--- src/rtl/lfo_watchdog_defs.vh ---
// Constants for the low-frequency-oscillator watchdog: register map, field positions,
// reset values and timing counts.
// Assumes it is included by bare name into each design file that needs it.
`ifndef LFO_WATCHDOG_DEFS_VH
`define LFO_WATCHDOG_DEFS_VH

// ==========================================================
// Register byte offsets (low address bits only)
`define CTRL_OFFSET          8'h00
`define RESTART_OFFSET       8'h04
`define STATUS_OFFSET        8'h08
`define COUNT_OFFSET         8'h0c
`define ADDR_DECODE_WIDTH    8

// ==========================================================
// Control register fields
`define CTRL_ENABLE_BIT      0
`define CTRL_LOCK_BIT        1
`define CTRL_SEL_LSB         4
`define CTRL_SEL_MSB         5

// ==========================================================
// Status register fields
`define STATUS_ENABLED_BIT   0
`define STATUS_LOCKED_BIT    1
`define STATUS_OVERFLOW_BIT  2
`define STATUS_REFUSED_BIT   3
`define STATUS_SEL_LSB       4
`define STATUS_SEL_MSB       5

// ==========================================================
// Restart key and reset values
`define RESTART_KEY          8'ha5
`define SEL_WIDTH            2
`define SEL_RESET            2'h3
`define ENABLE_RESET         1'b1
`define LOCK_RESET           1'b0

// ==========================================================
// Interval: terminal count is 2**(BASE + STEP*sel) - 1, so a timeout takes 2**(BASE + STEP*sel) oscillator ticks
`define INTERVAL_BASE_SHIFT  10
`define INTERVAL_STEP_SHIFT  2
`define COUNT_WIDTH          24

// ==========================================================
// Timing
`define CLOCK_PERIOD_NS      50
`define RESET_PULSE_NS       800
`define RESET_PULSE_CYCLES   ((`RESET_PULSE_NS + `CLOCK_PERIOD_NS - 1) / `CLOCK_PERIOD_NS)
`define PULSE_CNT_WIDTH      5

`endif

--- src/rtl/lfo_tick_sync.v ---
// Synchroniser and edge detector for the low-frequency oscillator input.
// Assumes the oscillator is far slower than clock_i, so each rising edge is seen as one tick.
`timescale 1ns/1ps

module lfo_tick_sync (
  input  wire clock_i,
  input  wire reset_n_i,
  input  wire lfo_clk_i,
  output wire tick_o
);

  reg sync1_reg;
  reg sync2_reg;
  reg sync3_reg;
  reg level_reg;
  reg tick_reg;

  // ==========================================================
  // Three stages; a change counts once stages two and three agree
  always @(posedge clock_i or negedge reset_n_i) begin
    if (!reset_n_i) begin
      sync1_reg <= 1'b0;
      sync2_reg <= 1'b0;
      sync3_reg <= 1'b0;
      level_reg <= 1'b0;
      tick_reg  <= 1'b0;
    end else begin
      sync1_reg <= lfo_clk_i;
      sync2_reg <= sync1_reg;
      sync3_reg <= sync2_reg;
      if (sync2_reg == sync3_reg) begin
        level_reg <= sync3_reg;
      end
      tick_reg <= (sync2_reg == sync3_reg) && sync3_reg && !level_reg;
    end
  end

  assign tick_o = tick_reg;

endmodule // lfo_tick_sync

--- src/rtl/independent_lfo_watchdog.v ---
// Watchdog timer counting low-frequency oscillator ticks, with an AHB-Lite register slave.
// The counter runs in the clock_i domain and advances on synchronised oscillator ticks.
// Assumes one AHB-Lite master, hreadyout_o fed back as hready_i, and that the system
// reset controller acts on system_reset_req_o without driving the external reset pin.
`timescale 1ns/1ps
`include "lfo_watchdog_defs.vh"

module independent_lfo_watchdog #(
  parameter COUNT_W     = `COUNT_WIDTH,
  parameter BASE_SHIFT  = `INTERVAL_BASE_SHIFT,
  parameter STEP_SHIFT  = `INTERVAL_STEP_SHIFT,
  parameter PULSE_W     = `PULSE_CNT_WIDTH
) (
  input  wire        clock_i,
  input  wire        reset_n_i,
  input  wire        lfo_clk_i,
  input  wire        hsel_i,
  input  wire [31:0] haddr_i,
  input  wire [1:0]  htrans_i,
  input  wire        hwrite_i,
  input  wire [2:0]  hsize_i,
  input  wire [31:0] hwdata_i,
  input  wire        hready_i,
  output wire [31:0] hrdata_o,
  output wire        hreadyout_o,
  output wire        hresp_o,
  output wire        system_reset_req_o,
  output wire        enabled_o,
  output wire        locked_o
);

  localparam integer       AW               = `ADDR_DECODE_WIDTH;
  localparam integer       SW               = `SEL_WIDTH;
  localparam integer       PULSE_CYCLES_INT = `RESET_PULSE_CYCLES;
  localparam [PULSE_W-1:0] PULSE_CYCLES     = PULSE_CYCLES_INT[PULSE_W-1:0];
  localparam [PULSE_W-1:0] PULSE_ONE        = {{(PULSE_W-1){1'b0}}, 1'b1};
  localparam [COUNT_W-1:0] COUNT_ONE        = {{(COUNT_W-1){1'b0}}, 1'b1};

  // ==========================================================
  // Oscillator tick
  wire lfo_tick;

  lfo_tick_sync u_lfo_tick_sync (
    .clock_i   (clock_i),
    .reset_n_i (reset_n_i),
    .lfo_clk_i (lfo_clk_i),
    .tick_o    (lfo_tick)
  );

  // ==========================================================
  // State
  reg               enable_reg;
  reg               lock_reg;
  reg [SW-1:0]      sel_reg;
  reg [COUNT_W-1:0] count_reg;
  reg               overflow_flag_reg;
  reg               refused_flag_reg;
  reg [PULSE_W-1:0] pulse_cnt_reg;
  reg               reset_req_reg;

  reg               wr_pend_reg;
  reg [AW-1:0]      wr_addr_reg;
  reg               rd_late_reg;
  reg [AW-1:0]      rd_addr_reg;
  reg [31:0]        hrdata_reg;
  reg               hreadyout_reg;
  reg               hresp_reg;

  reg               enable_next;
  reg               lock_next;
  reg [SW-1:0]      sel_next;
  reg [COUNT_W-1:0] count_next;
  reg               overflow_flag_next;
  reg               refused_flag_next;
  reg [PULSE_W-1:0] pulse_cnt_next;

  // ==========================================================
  // Terminal count for an interval choice
  function [COUNT_W-1:0] terminal_count;
    input [SW-1:0] sel;
    reg   [COUNT_W-1:0] one_hot;
    begin
      one_hot = COUNT_ONE << (BASE_SHIFT + STEP_SHIFT * sel);
      terminal_count = one_hot - COUNT_ONE;
    end
  endfunction

  // ==========================================================
  // Register images presented to reads
  reg [31:0] ctrl_image;
  reg [31:0] status_image;
  reg [31:0] count_image;

  always @* begin
    ctrl_image                              = 32'h0000_0000;
    ctrl_image[`CTRL_ENABLE_BIT]            = enable_reg;
    ctrl_image[`CTRL_LOCK_BIT]              = lock_reg;
    ctrl_image[`CTRL_SEL_MSB:`CTRL_SEL_LSB] = sel_reg;
  end

  always @* begin
    status_image                                  = 32'h0000_0000;
    status_image[`STATUS_ENABLED_BIT]             = enable_reg;
    status_image[`STATUS_LOCKED_BIT]              = lock_reg;
    status_image[`STATUS_OVERFLOW_BIT]            = overflow_flag_reg;
    status_image[`STATUS_REFUSED_BIT]             = refused_flag_reg;
    status_image[`STATUS_SEL_MSB:`STATUS_SEL_LSB] = sel_reg;
  end

  always @* begin
    count_image              = 32'h0000_0000;
    count_image[COUNT_W-1:0] = count_reg;
  end

  // ==========================================================
  // Read multiplexer
  function [31:0] read_value;
    input [AW-1:0] addr;
    reg   [31:0]   value;
    begin
      case (addr)
        `CTRL_OFFSET:   value = ctrl_image;
        `STATUS_OFFSET: value = status_image;
        `COUNT_OFFSET:  value = count_image;
        default:        value = 32'h0000_0000;
      endcase
      read_value = value;
    end
  endfunction

  // ==========================================================
  // Bus decode
  wire bus_access  = hsel_i && htrans_i[1] && hready_i;
  wire wr_ctrl     = wr_pend_reg && (wr_addr_reg == `CTRL_OFFSET);
  wire wr_restart  = wr_pend_reg && (wr_addr_reg == `RESTART_OFFSET);
  wire wr_status   = wr_pend_reg && (wr_addr_reg == `STATUS_OFFSET);
  wire key_ok      = (hwdata_i[7:0] == `RESTART_KEY);
  wire restart_now = wr_restart && key_ok;

  // Control write fields; a locked block refuses the whole write
  wire          ctrl_accept  = wr_ctrl && !lock_reg;
  wire          ctrl_refuse  = wr_ctrl && lock_reg;
  wire          new_lock     = hwdata_i[`CTRL_LOCK_BIT];
  wire          new_enable   = hwdata_i[`CTRL_ENABLE_BIT] || new_lock;
  wire [SW-1:0] new_sel      = hwdata_i[`CTRL_SEL_MSB:`CTRL_SEL_LSB];
  wire          clr_overflow = wr_status && hwdata_i[`STATUS_OVERFLOW_BIT];
  wire          clr_refused  = wr_status && hwdata_i[`STATUS_REFUSED_BIT];

  // ==========================================================
  // Overflow detect
  // A restart or an accepted control write in the tick's cycle wins over the overflow
  wire [COUNT_W-1:0] terminal     = terminal_count(sel_reg);
  wire               at_terminal  = (count_reg == terminal);
  wire               overflow_now = enable_reg && lfo_tick && at_terminal && !restart_now && !ctrl_accept;

  // ==========================================================
  // Next-state logic
  always @* begin
    enable_next        = enable_reg;
    lock_next          = lock_reg;
    sel_next           = sel_reg;
    count_next         = count_reg;
    overflow_flag_next = overflow_flag_reg;
    refused_flag_next  = refused_flag_reg;
    pulse_cnt_next     = pulse_cnt_reg;

    if (clr_overflow) begin
      overflow_flag_next = 1'b0;
    end
    if (clr_refused) begin
      refused_flag_next = 1'b0;
    end

    if (ctrl_refuse) begin
      refused_flag_next = 1'b1;
    end
    if (ctrl_accept) begin
      enable_next = new_enable;
      lock_next   = new_lock;
      sel_next    = new_sel;
    end

    // A disabled watchdog holds zero, so enabling always starts a full interval
    if (!enable_reg) begin
      count_next = {COUNT_W{1'b0}};
    end else if (restart_now || ctrl_accept) begin
      count_next = {COUNT_W{1'b0}};
    end else if (lfo_tick) begin
      count_next = count_reg + COUNT_ONE;
    end

    if (pulse_cnt_reg != {PULSE_W{1'b0}}) begin
      pulse_cnt_next = pulse_cnt_reg - PULSE_ONE;
    end

    // Overflow reinitialises enable, lock, sel and count as the device reset would
    if (overflow_now) begin
      enable_next        = `ENABLE_RESET;
      lock_next          = `LOCK_RESET;
      sel_next           = `SEL_RESET;
      count_next         = {COUNT_W{1'b0}};
      overflow_flag_next = 1'b1;
      pulse_cnt_next     = PULSE_CYCLES;
    end
  end

  // ==========================================================
  // Control registers
  always @(posedge clock_i or negedge reset_n_i) begin
    if (!reset_n_i) begin
      enable_reg <= `ENABLE_RESET;
      lock_reg   <= `LOCK_RESET;
      sel_reg    <= `SEL_RESET;
    end else begin
      enable_reg <= enable_next;
      lock_reg   <= lock_next;
      sel_reg    <= sel_next;
    end
  end

  // ==========================================================
  // Interval counter
  always @(posedge clock_i or negedge reset_n_i) begin
    if (!reset_n_i) begin
      count_reg <= {COUNT_W{1'b0}};
    end else begin
      count_reg <= count_next;
    end
  end

  // ==========================================================
  // Sticky status flags
  always @(posedge clock_i or negedge reset_n_i) begin
    if (!reset_n_i) begin
      overflow_flag_reg <= 1'b0;
      refused_flag_reg  <= 1'b0;
    end else begin
      overflow_flag_reg <= overflow_flag_next;
      refused_flag_reg  <= refused_flag_next;
    end
  end

  // ==========================================================
  // Internal reset request: a fixed pulse, never routed to the external reset pin
  always @(posedge clock_i or negedge reset_n_i) begin
    if (!reset_n_i) begin
      pulse_cnt_reg <= {PULSE_W{1'b0}};
      reset_req_reg <= 1'b0;
    end else begin
      pulse_cnt_reg <= pulse_cnt_next;
      reset_req_reg <= (pulse_cnt_next != {PULSE_W{1'b0}});
    end
  end

  // ==========================================================
  // AHB-Lite slave: zero-wait reads, one wait for a read right after a write
  always @(posedge clock_i or negedge reset_n_i) begin
    if (!reset_n_i) begin
      wr_pend_reg   <= 1'b0;
      wr_addr_reg   <= {AW{1'b0}};
      rd_late_reg   <= 1'b0;
      rd_addr_reg   <= {AW{1'b0}};
      hrdata_reg    <= 32'h0000_0000;
      hreadyout_reg <= 1'b1;
      hresp_reg     <= 1'b0;
    end else begin
      // Every transfer is answered OKAY
      hresp_reg   <= 1'b0;
      wr_pend_reg <= 1'b0;
      rd_late_reg <= 1'b0;
      if (rd_late_reg) begin
        hrdata_reg    <= read_value(rd_addr_reg);
        hreadyout_reg <= 1'b1;
      end else if (bus_access) begin
        if (hwrite_i) begin
          wr_pend_reg <= 1'b1;
          wr_addr_reg <= haddr_i[AW-1:0];
        end else if (wr_pend_reg) begin
          rd_late_reg   <= 1'b1;
          rd_addr_reg   <= haddr_i[AW-1:0];
          hreadyout_reg <= 1'b0;
        end else begin
          hrdata_reg <= read_value(haddr_i[AW-1:0]);
        end
      end
    end
  end

  assign hrdata_o           = hrdata_reg;
  assign hreadyout_o        = hreadyout_reg;
  assign hresp_o            = hresp_reg;
  assign system_reset_req_o = reset_req_reg;
  assign enabled_o          = enable_reg;
  assign locked_o           = lock_reg;

endmodule // independent_lfo_watchdog

--- config.mk ---
export PLATFORM = sky130hd
export DESIGN_NAME = independent_lfo_watchdog
export DESIGN_NICKNAME = d
export VERILOG_FILES = /design/src/rtl/lfo_tick_sync.v /design/src/rtl/independent_lfo_watchdog.v
export VERILOG_INCLUDE_DIRS = /design/src /design/src/rtl
export SDC_FILE = /design/constraint.sdc
export NUM_CORES = 1
export LEC_CHECK = 0
export BUFFER_PORTS_ARGS = -buffer_cell sky130_fd_sc_hd__buf_2
export CORE_MARGIN = 2
export CORE_UTILIZATION = 40
export DETAILED_ROUTE_END_ITERATION = 10
export GPL_TIMING_DRIVEN = 0
export SLEW_MARGIN = 20
export SYNTH_ARGS = -nofsm -noshare
export SYNTH_HDL_FRONTEND = slang
export SYNTH_HIERARCHICAL = 1
export SYNTH_SLANG_ARGS = --single-unit
--- constraint.sdc ---
create_clock -name clock_i -period 3.1 [get_ports clock_i]
set_input_delay 0.155 -clock clock_i [delete_from_list [all_inputs] [get_ports clock_i]]
set_output_delay 0.155 -clock clock_i [all_outputs]
set_load 0.02 [all_outputs]
# Word level (Yosys, flattened, before mapping)
# Index checks and enable logic that the tools add are counted.
# op_classes
shifts	1
n_addsub	4
mux	33
bitwise_logic	2
n_eq_ne	12
n_reduce_logical	36
# ops
operator	n
$pmux 24 s3	2
$mux 32	4
$mux 24	4
$eq 8x4->1 const B	5
$add 24x1->24 const B	1
$eq 24x24->1	1
$logic_not 8->1	3
$shl 1x5->24 const A	1
$sub 24x1->24 const B	1
$mux 1	19
$logic_and 1x1->1	16
$mux 5	2
$reduce_bool 2->1	5
$reduce_bool 5->1	2
$reduce_and 3->1	3
$eq 8x3->1 const B	1
$eq 8x8->1 const B	1
$add 4x3->5 const A	1
$sub 5x1->5 const B	1
$logic_not 1->1	4
$mux 2	2
$ne 2x1->1 const B	2
$ne 4x1->1 const B	1
$reduce_and 4->1	1
other kinds (3)	5
# totals
input_bits	75
register_bits	92
output_inout_bits	37
word_cells	107

# Logic depth before layout (Yosys ltp)
# depth
ltp_word	9
mapped_depth	8
mapped_depth_nobuf	7

# Modules after synthesis
# The synthesis kept the hierarchy.
# by_module_without_submodules
module	seq_area_each_um2	area_each_um2	cells_per_inst	n_inst
independent_lfo_watchdog	1981.9	3993.8	420	1
lfo_tick_sync	125.1	158.9	8	1

# Worst setup path after synthesis
# OpenSTA, ideal clock, no wires.
# synth_timing
path_kind	flip-flop to flip-flop
startpoint	register count_reg[0]
endpoint	register lock_reg (netlist: locked_o)
arrival_ns	2.098
path_slack_ns	0.881
path_stages_with_launch	7
setup_ns	0.121
required_time_ns	2.979
n_path_buf	0
path_cell_list	dfrtp_1 ha_1 or4b_4 nor4_4 o2111ai_2 or3_4 a22o_1
# synth_between
elab_chain_len	5
# synth_rtl
item	line_no	source
start, declared	independent_lfo_watchdog.v:55	reg [COUNT_W-1:0] count_reg;
start signal, assigned	independent_lfo_watchdog.v:225	count_reg <= {COUNT_W{1'b0}};
start signal, assigned	independent_lfo_watchdog.v:227	count_reg <= count_next;
$eq 24x24->1 *	independent_lfo_watchdog.v:153	wire at_terminal = (count_reg == terminal);
$logic_and 1x1->1 * (3 in a row)	independent_lfo_watchdog.v:154	wire overflow_now = enable_reg && lfo_tick && at_terminal && !restart_now && !ctrl_accept;
$mux 1 / $reduce_bool 2->1 (equally long branches)	-	
end signal, assigned	independent_lfo_watchdog.v:212	lock_reg <= `LOCK_RESET;
end signal, assigned	independent_lfo_watchdog.v:216	lock_reg <= lock_next;
end, declared	independent_lfo_watchdog.v:53	reg lock_reg;
# Every way passes the cells marked *; elsewhere a longest branch is shown, timed or not.
# A chain may end at the register's enable or synchronous reset.

# Worst setup path after layout
# layout_timing
startpoint	register count_reg[0]
endpoint	register count_reg[20]
# layout_between
elab_chain_len	5
# layout_rtl
item	line_no
$add 24x1->24 / $eq 24x24->1 (equally long branches)	independent_lfo_watchdog.v:189, independent_lfo_watchdog.v:153
$mux 24 / $logic_and 1x1->1 (equally long branches)	independent_lfo_watchdog.v:188, independent_lfo_watchdog.v:154
$mux 24 / $logic_and 1x1->1 (equally long branches)	independent_lfo_watchdog.v:186, independent_lfo_watchdog.v:154
$mux 24 / $logic_and 1x1->1 (equally long branches)	independent_lfo_watchdog.v:184, independent_lfo_watchdog.v:154
$mux 24 / $ne 4x1->1 (equally long branches)	-
# Several ways; a longest one is shown, not always the timed one. The select of a mux whose other input is x is not followed.

==> results by group <==
Status
  • Outcome: complete, no violations

Clock tree
  • Worst-path clk slew: 80 ps
  • CTS Buf Count: 9
  • Setup bufs post-CTS: 0
  • Post_cts resized: 0
  • CTS Hold Bufs: 2
  • H-tree depth: 3
  • TritonCTS clock tree: yes
  • Maximum root-to-sink buffer count: 2
  • Clock Latency Late Sink: 350 ps
  • Root buffer cell: clkbuf_8
  • Clock net sink count: 84

Global route
  • First-pass GRT wire length: 15.9 mm
  • Total grt overflow: 0
  • Tot GR Track Use: 0.178
  • Number of global-route vias before repair: 3313
  • Initial antenna violation count: 0
  • Largest net degree at the start of global routing: 54

Routing
  • Vias per cell: 5.27
  • Post-Route WL: 9.30 mm
  • DR WL met3: 420 µm
  • Post-Route M1 WL: 4.24 mm
  • First-pass DRT Iterations: 4
  • Via count: 3371
  • ANT nets after route: 0
  • Met2 wire len: 4.43 mm
  • Detailed-route wire length per cell: 14.5 µm
  • Iter 0 DRT Violations: 160
  • Residual DRC: 0
  • DR top layer: met4

Floorplan
  • Die Width: 106 µm
  • Effective utilization at floorplan: 0.408
  • DIE AREA: 0.0112 mm²
  • Boundary pin count: 112
  • Die height: 106 µm
  • # rows: 37
  • Core area: 0.0102 mm²

Critical path
  • CP arrival: 2730 ps
  • Critical-path cell list: ha_1, or4b_4, nor3_1, o2111ai_1, o21bai_1, buf_2, nor2_1
  • Reg2Reg Setup Slack: 600 ps
  • CP bufs+invs: 1
  • Crit-path max cell delay: 490 ps
  • Startpoint types: register
  • Crit path max-delay family: simple AND/OR/NAND/NOR gates
  • CP max FO: 10
  • Critical Path Sink Type: register
  • Crit path kind: register to register
  • CP max-delay cell: or4b_4
  • Critical Path RT: 3330 ps

STA
  • Layout Skew: 8.60 ps
  • Final hold vios: 0
  • Period utilization: 0.806
  • Min Hold Slack: 56.2 ps
  • Setup TNS: 0 ps
  • Least-Margin Pin Slew: 695 ps
  • Post-layout minimum cycle time: 2500 ps
  • Peak Freq: 400 MHz
  • Max-slew violations: 0
  • Unrepaired setup endpoints after global routing: no
  • Setup violations, final: 0
  • Worst slew margin: 0.533

Synth
  • Cell variety after synth: 56
  • Flops & latches, synth: 84
  • Cell with the most instances after synthesis: dfrtp_1
  • Syn Area/Cell: 9.70 µm²
  • Mapped cell area: 0.00415 mm²
  • Post-synth top cells: dfrtp_1 (80), nand2_1 (64), o21ai_0 (36)
  • Synth Instances: 428
  • Post-synthesis sequential area ratio: 0.507
  • Post-synth EDFFs: 0
  • Synth Flop Type: dfrtp_1
  • Yosys top cell area share: 0.482
  • Area leader, netlist: dfrtp_1
  • Post-synth ARST share: 1.00
  • YS warnings: 6
  • Ranking of synthesized cells by area: dfrtp_1 (48%), nand2_1 (5.8%), o21ai_0 (4.3%)

Cells and area
  • Area Overhead vs Synth: 18.1%
  • Fin nets: 578
  • Share of cells above drive strength 1: 0.214
  • Register area: 0.00211 mm²
  • # fillers: 993
  • Multi-input gate area: 0.00191 mm²
  • N_diodes: 0

Power and ir drop
  • Peak supply drop: 0.249 mV
  • P_leak: 0.00222 µW
  • Total power: 2480 µW
  • Pwr dens: 507 mW/mm²

Hold path
  • Worst Hold Class: input pin to register

Flow run
  • Maxcap violations: 0

Placement
  • Post-DP HPWL: 6.81 mm
  • Final RePlAce weighted congestion: 0.846
  • Port Buf Inserts: 49
-- worst min-delay path, delay by kind of cell --
family / cells / cell delay, ps
buffers and inverters: 1 / 110
AND/OR/NAND/NOR: 1 / 100
AO/OA/AOI/OAI: 1 / 50
-- routing by layer --
layer | track usage | up-vias
met5 | 0 | -
met4 | 0.0808 | 0
met3 | 0.0392 | 19
met2 | 0.292 | 73
met1 | 0.227 | 1637
li1 | - | 1642
-- placed cells by master, fill, tap and decap left out, types with 3 or more instances in the layout --
cell | synthesis | final
o2bb2ai_1 | 3 | 3
and3_1 | 6 | 6
nand2b_1 | 3 | 3
o21ai_0 | 36 | 36
nand2_1 | 64 | 64
buf_4 | 9 | 10
buf_2 | 2 | 50
nand3_1 | 21 | 21
a21oi_1 | 7 | 7
ha_1 | 4 | 4
inv_1 | 7 | 7
and4_1 | 3 | 3
a31oi_1 | 9 | 9
clkbuf_8 | 0 | 11
nor2b_1 | 6 | 6
conb_1 | 1 | 9
or3_1 | 5 | 5
nor2_1 | 34 | 34
nand4_1 | 9 | 9
o21a_1 | 3 | 3
nor4_1 | 6 | 5
xor2_1 | 14 | 14
bufinv_16 | 0 | 3
clkbuf_1 | 15 | 16
mux2_2 | 16 | 16
dfrtp_1 | 80 | 80
dfstp_2 | 4 | 4
nor3_1 | 13 | 13
xnor2_1 | 6 | 6
-- metrics by stage --
step,worst slack [ps],std cells,instance area (µm²),utilization
floorplan,881,436,4180,-
CTS,600,640,4900,0.481
detailed placement,631,622,4630,0.454
finish,601,640,4900,0.482
global placement,612,621,4600,0.451
global route,453,640,4900,0.482
-- logic make-up after synthesis --
group / synth area share
AOI/OAI and AO/OA: 0.116
and+or+nand+nor: 0.229
adders and majority gates: 0.0121
muxes: 0.0518
DFF: 0.507
xor gates and xnor gates: 0.0422
buffers and inverters: 0.0404
other: 0.000903
-- path summary, 6_finish.rpt --
path / startpoint / end / depth (start not counted)
max: count_reg[0] / count_reg[20] / 7
min: hwdata_i[5] / sel_reg[1] / 3
max reg2reg: count_reg[0] / count_reg[20] / 7
min reg2reg: u_lfo_tick_sync/sync1_reg / u_lfo_tick_sync/sync2_reg / 0
max in group asynchronous: reset_n_i / hreadyout_o / 3
min in group asynchronous: reset_n_i / hrdata_o[9] / 2
-- area by class of cell --
cell class                 count  share of cell area
sequential                    84               0.430
timing repair buffer          52              0.0602
buffer                        28              0.0288
inverter                       7             0.00536
tap                          136              0.0347
multi-input combinational    317               0.390
clock inverter                 4              0.0194
clock buffer                  12              0.0316
-- where the power goes --
group          total (µW)  switching, µW  internal [µW]
logic                 289            171            118
clock network         959            381            579
registers            1240           71.3           1170
total                2480            623           1860
No activity file was read; power rests on OpenSTA's default activity.
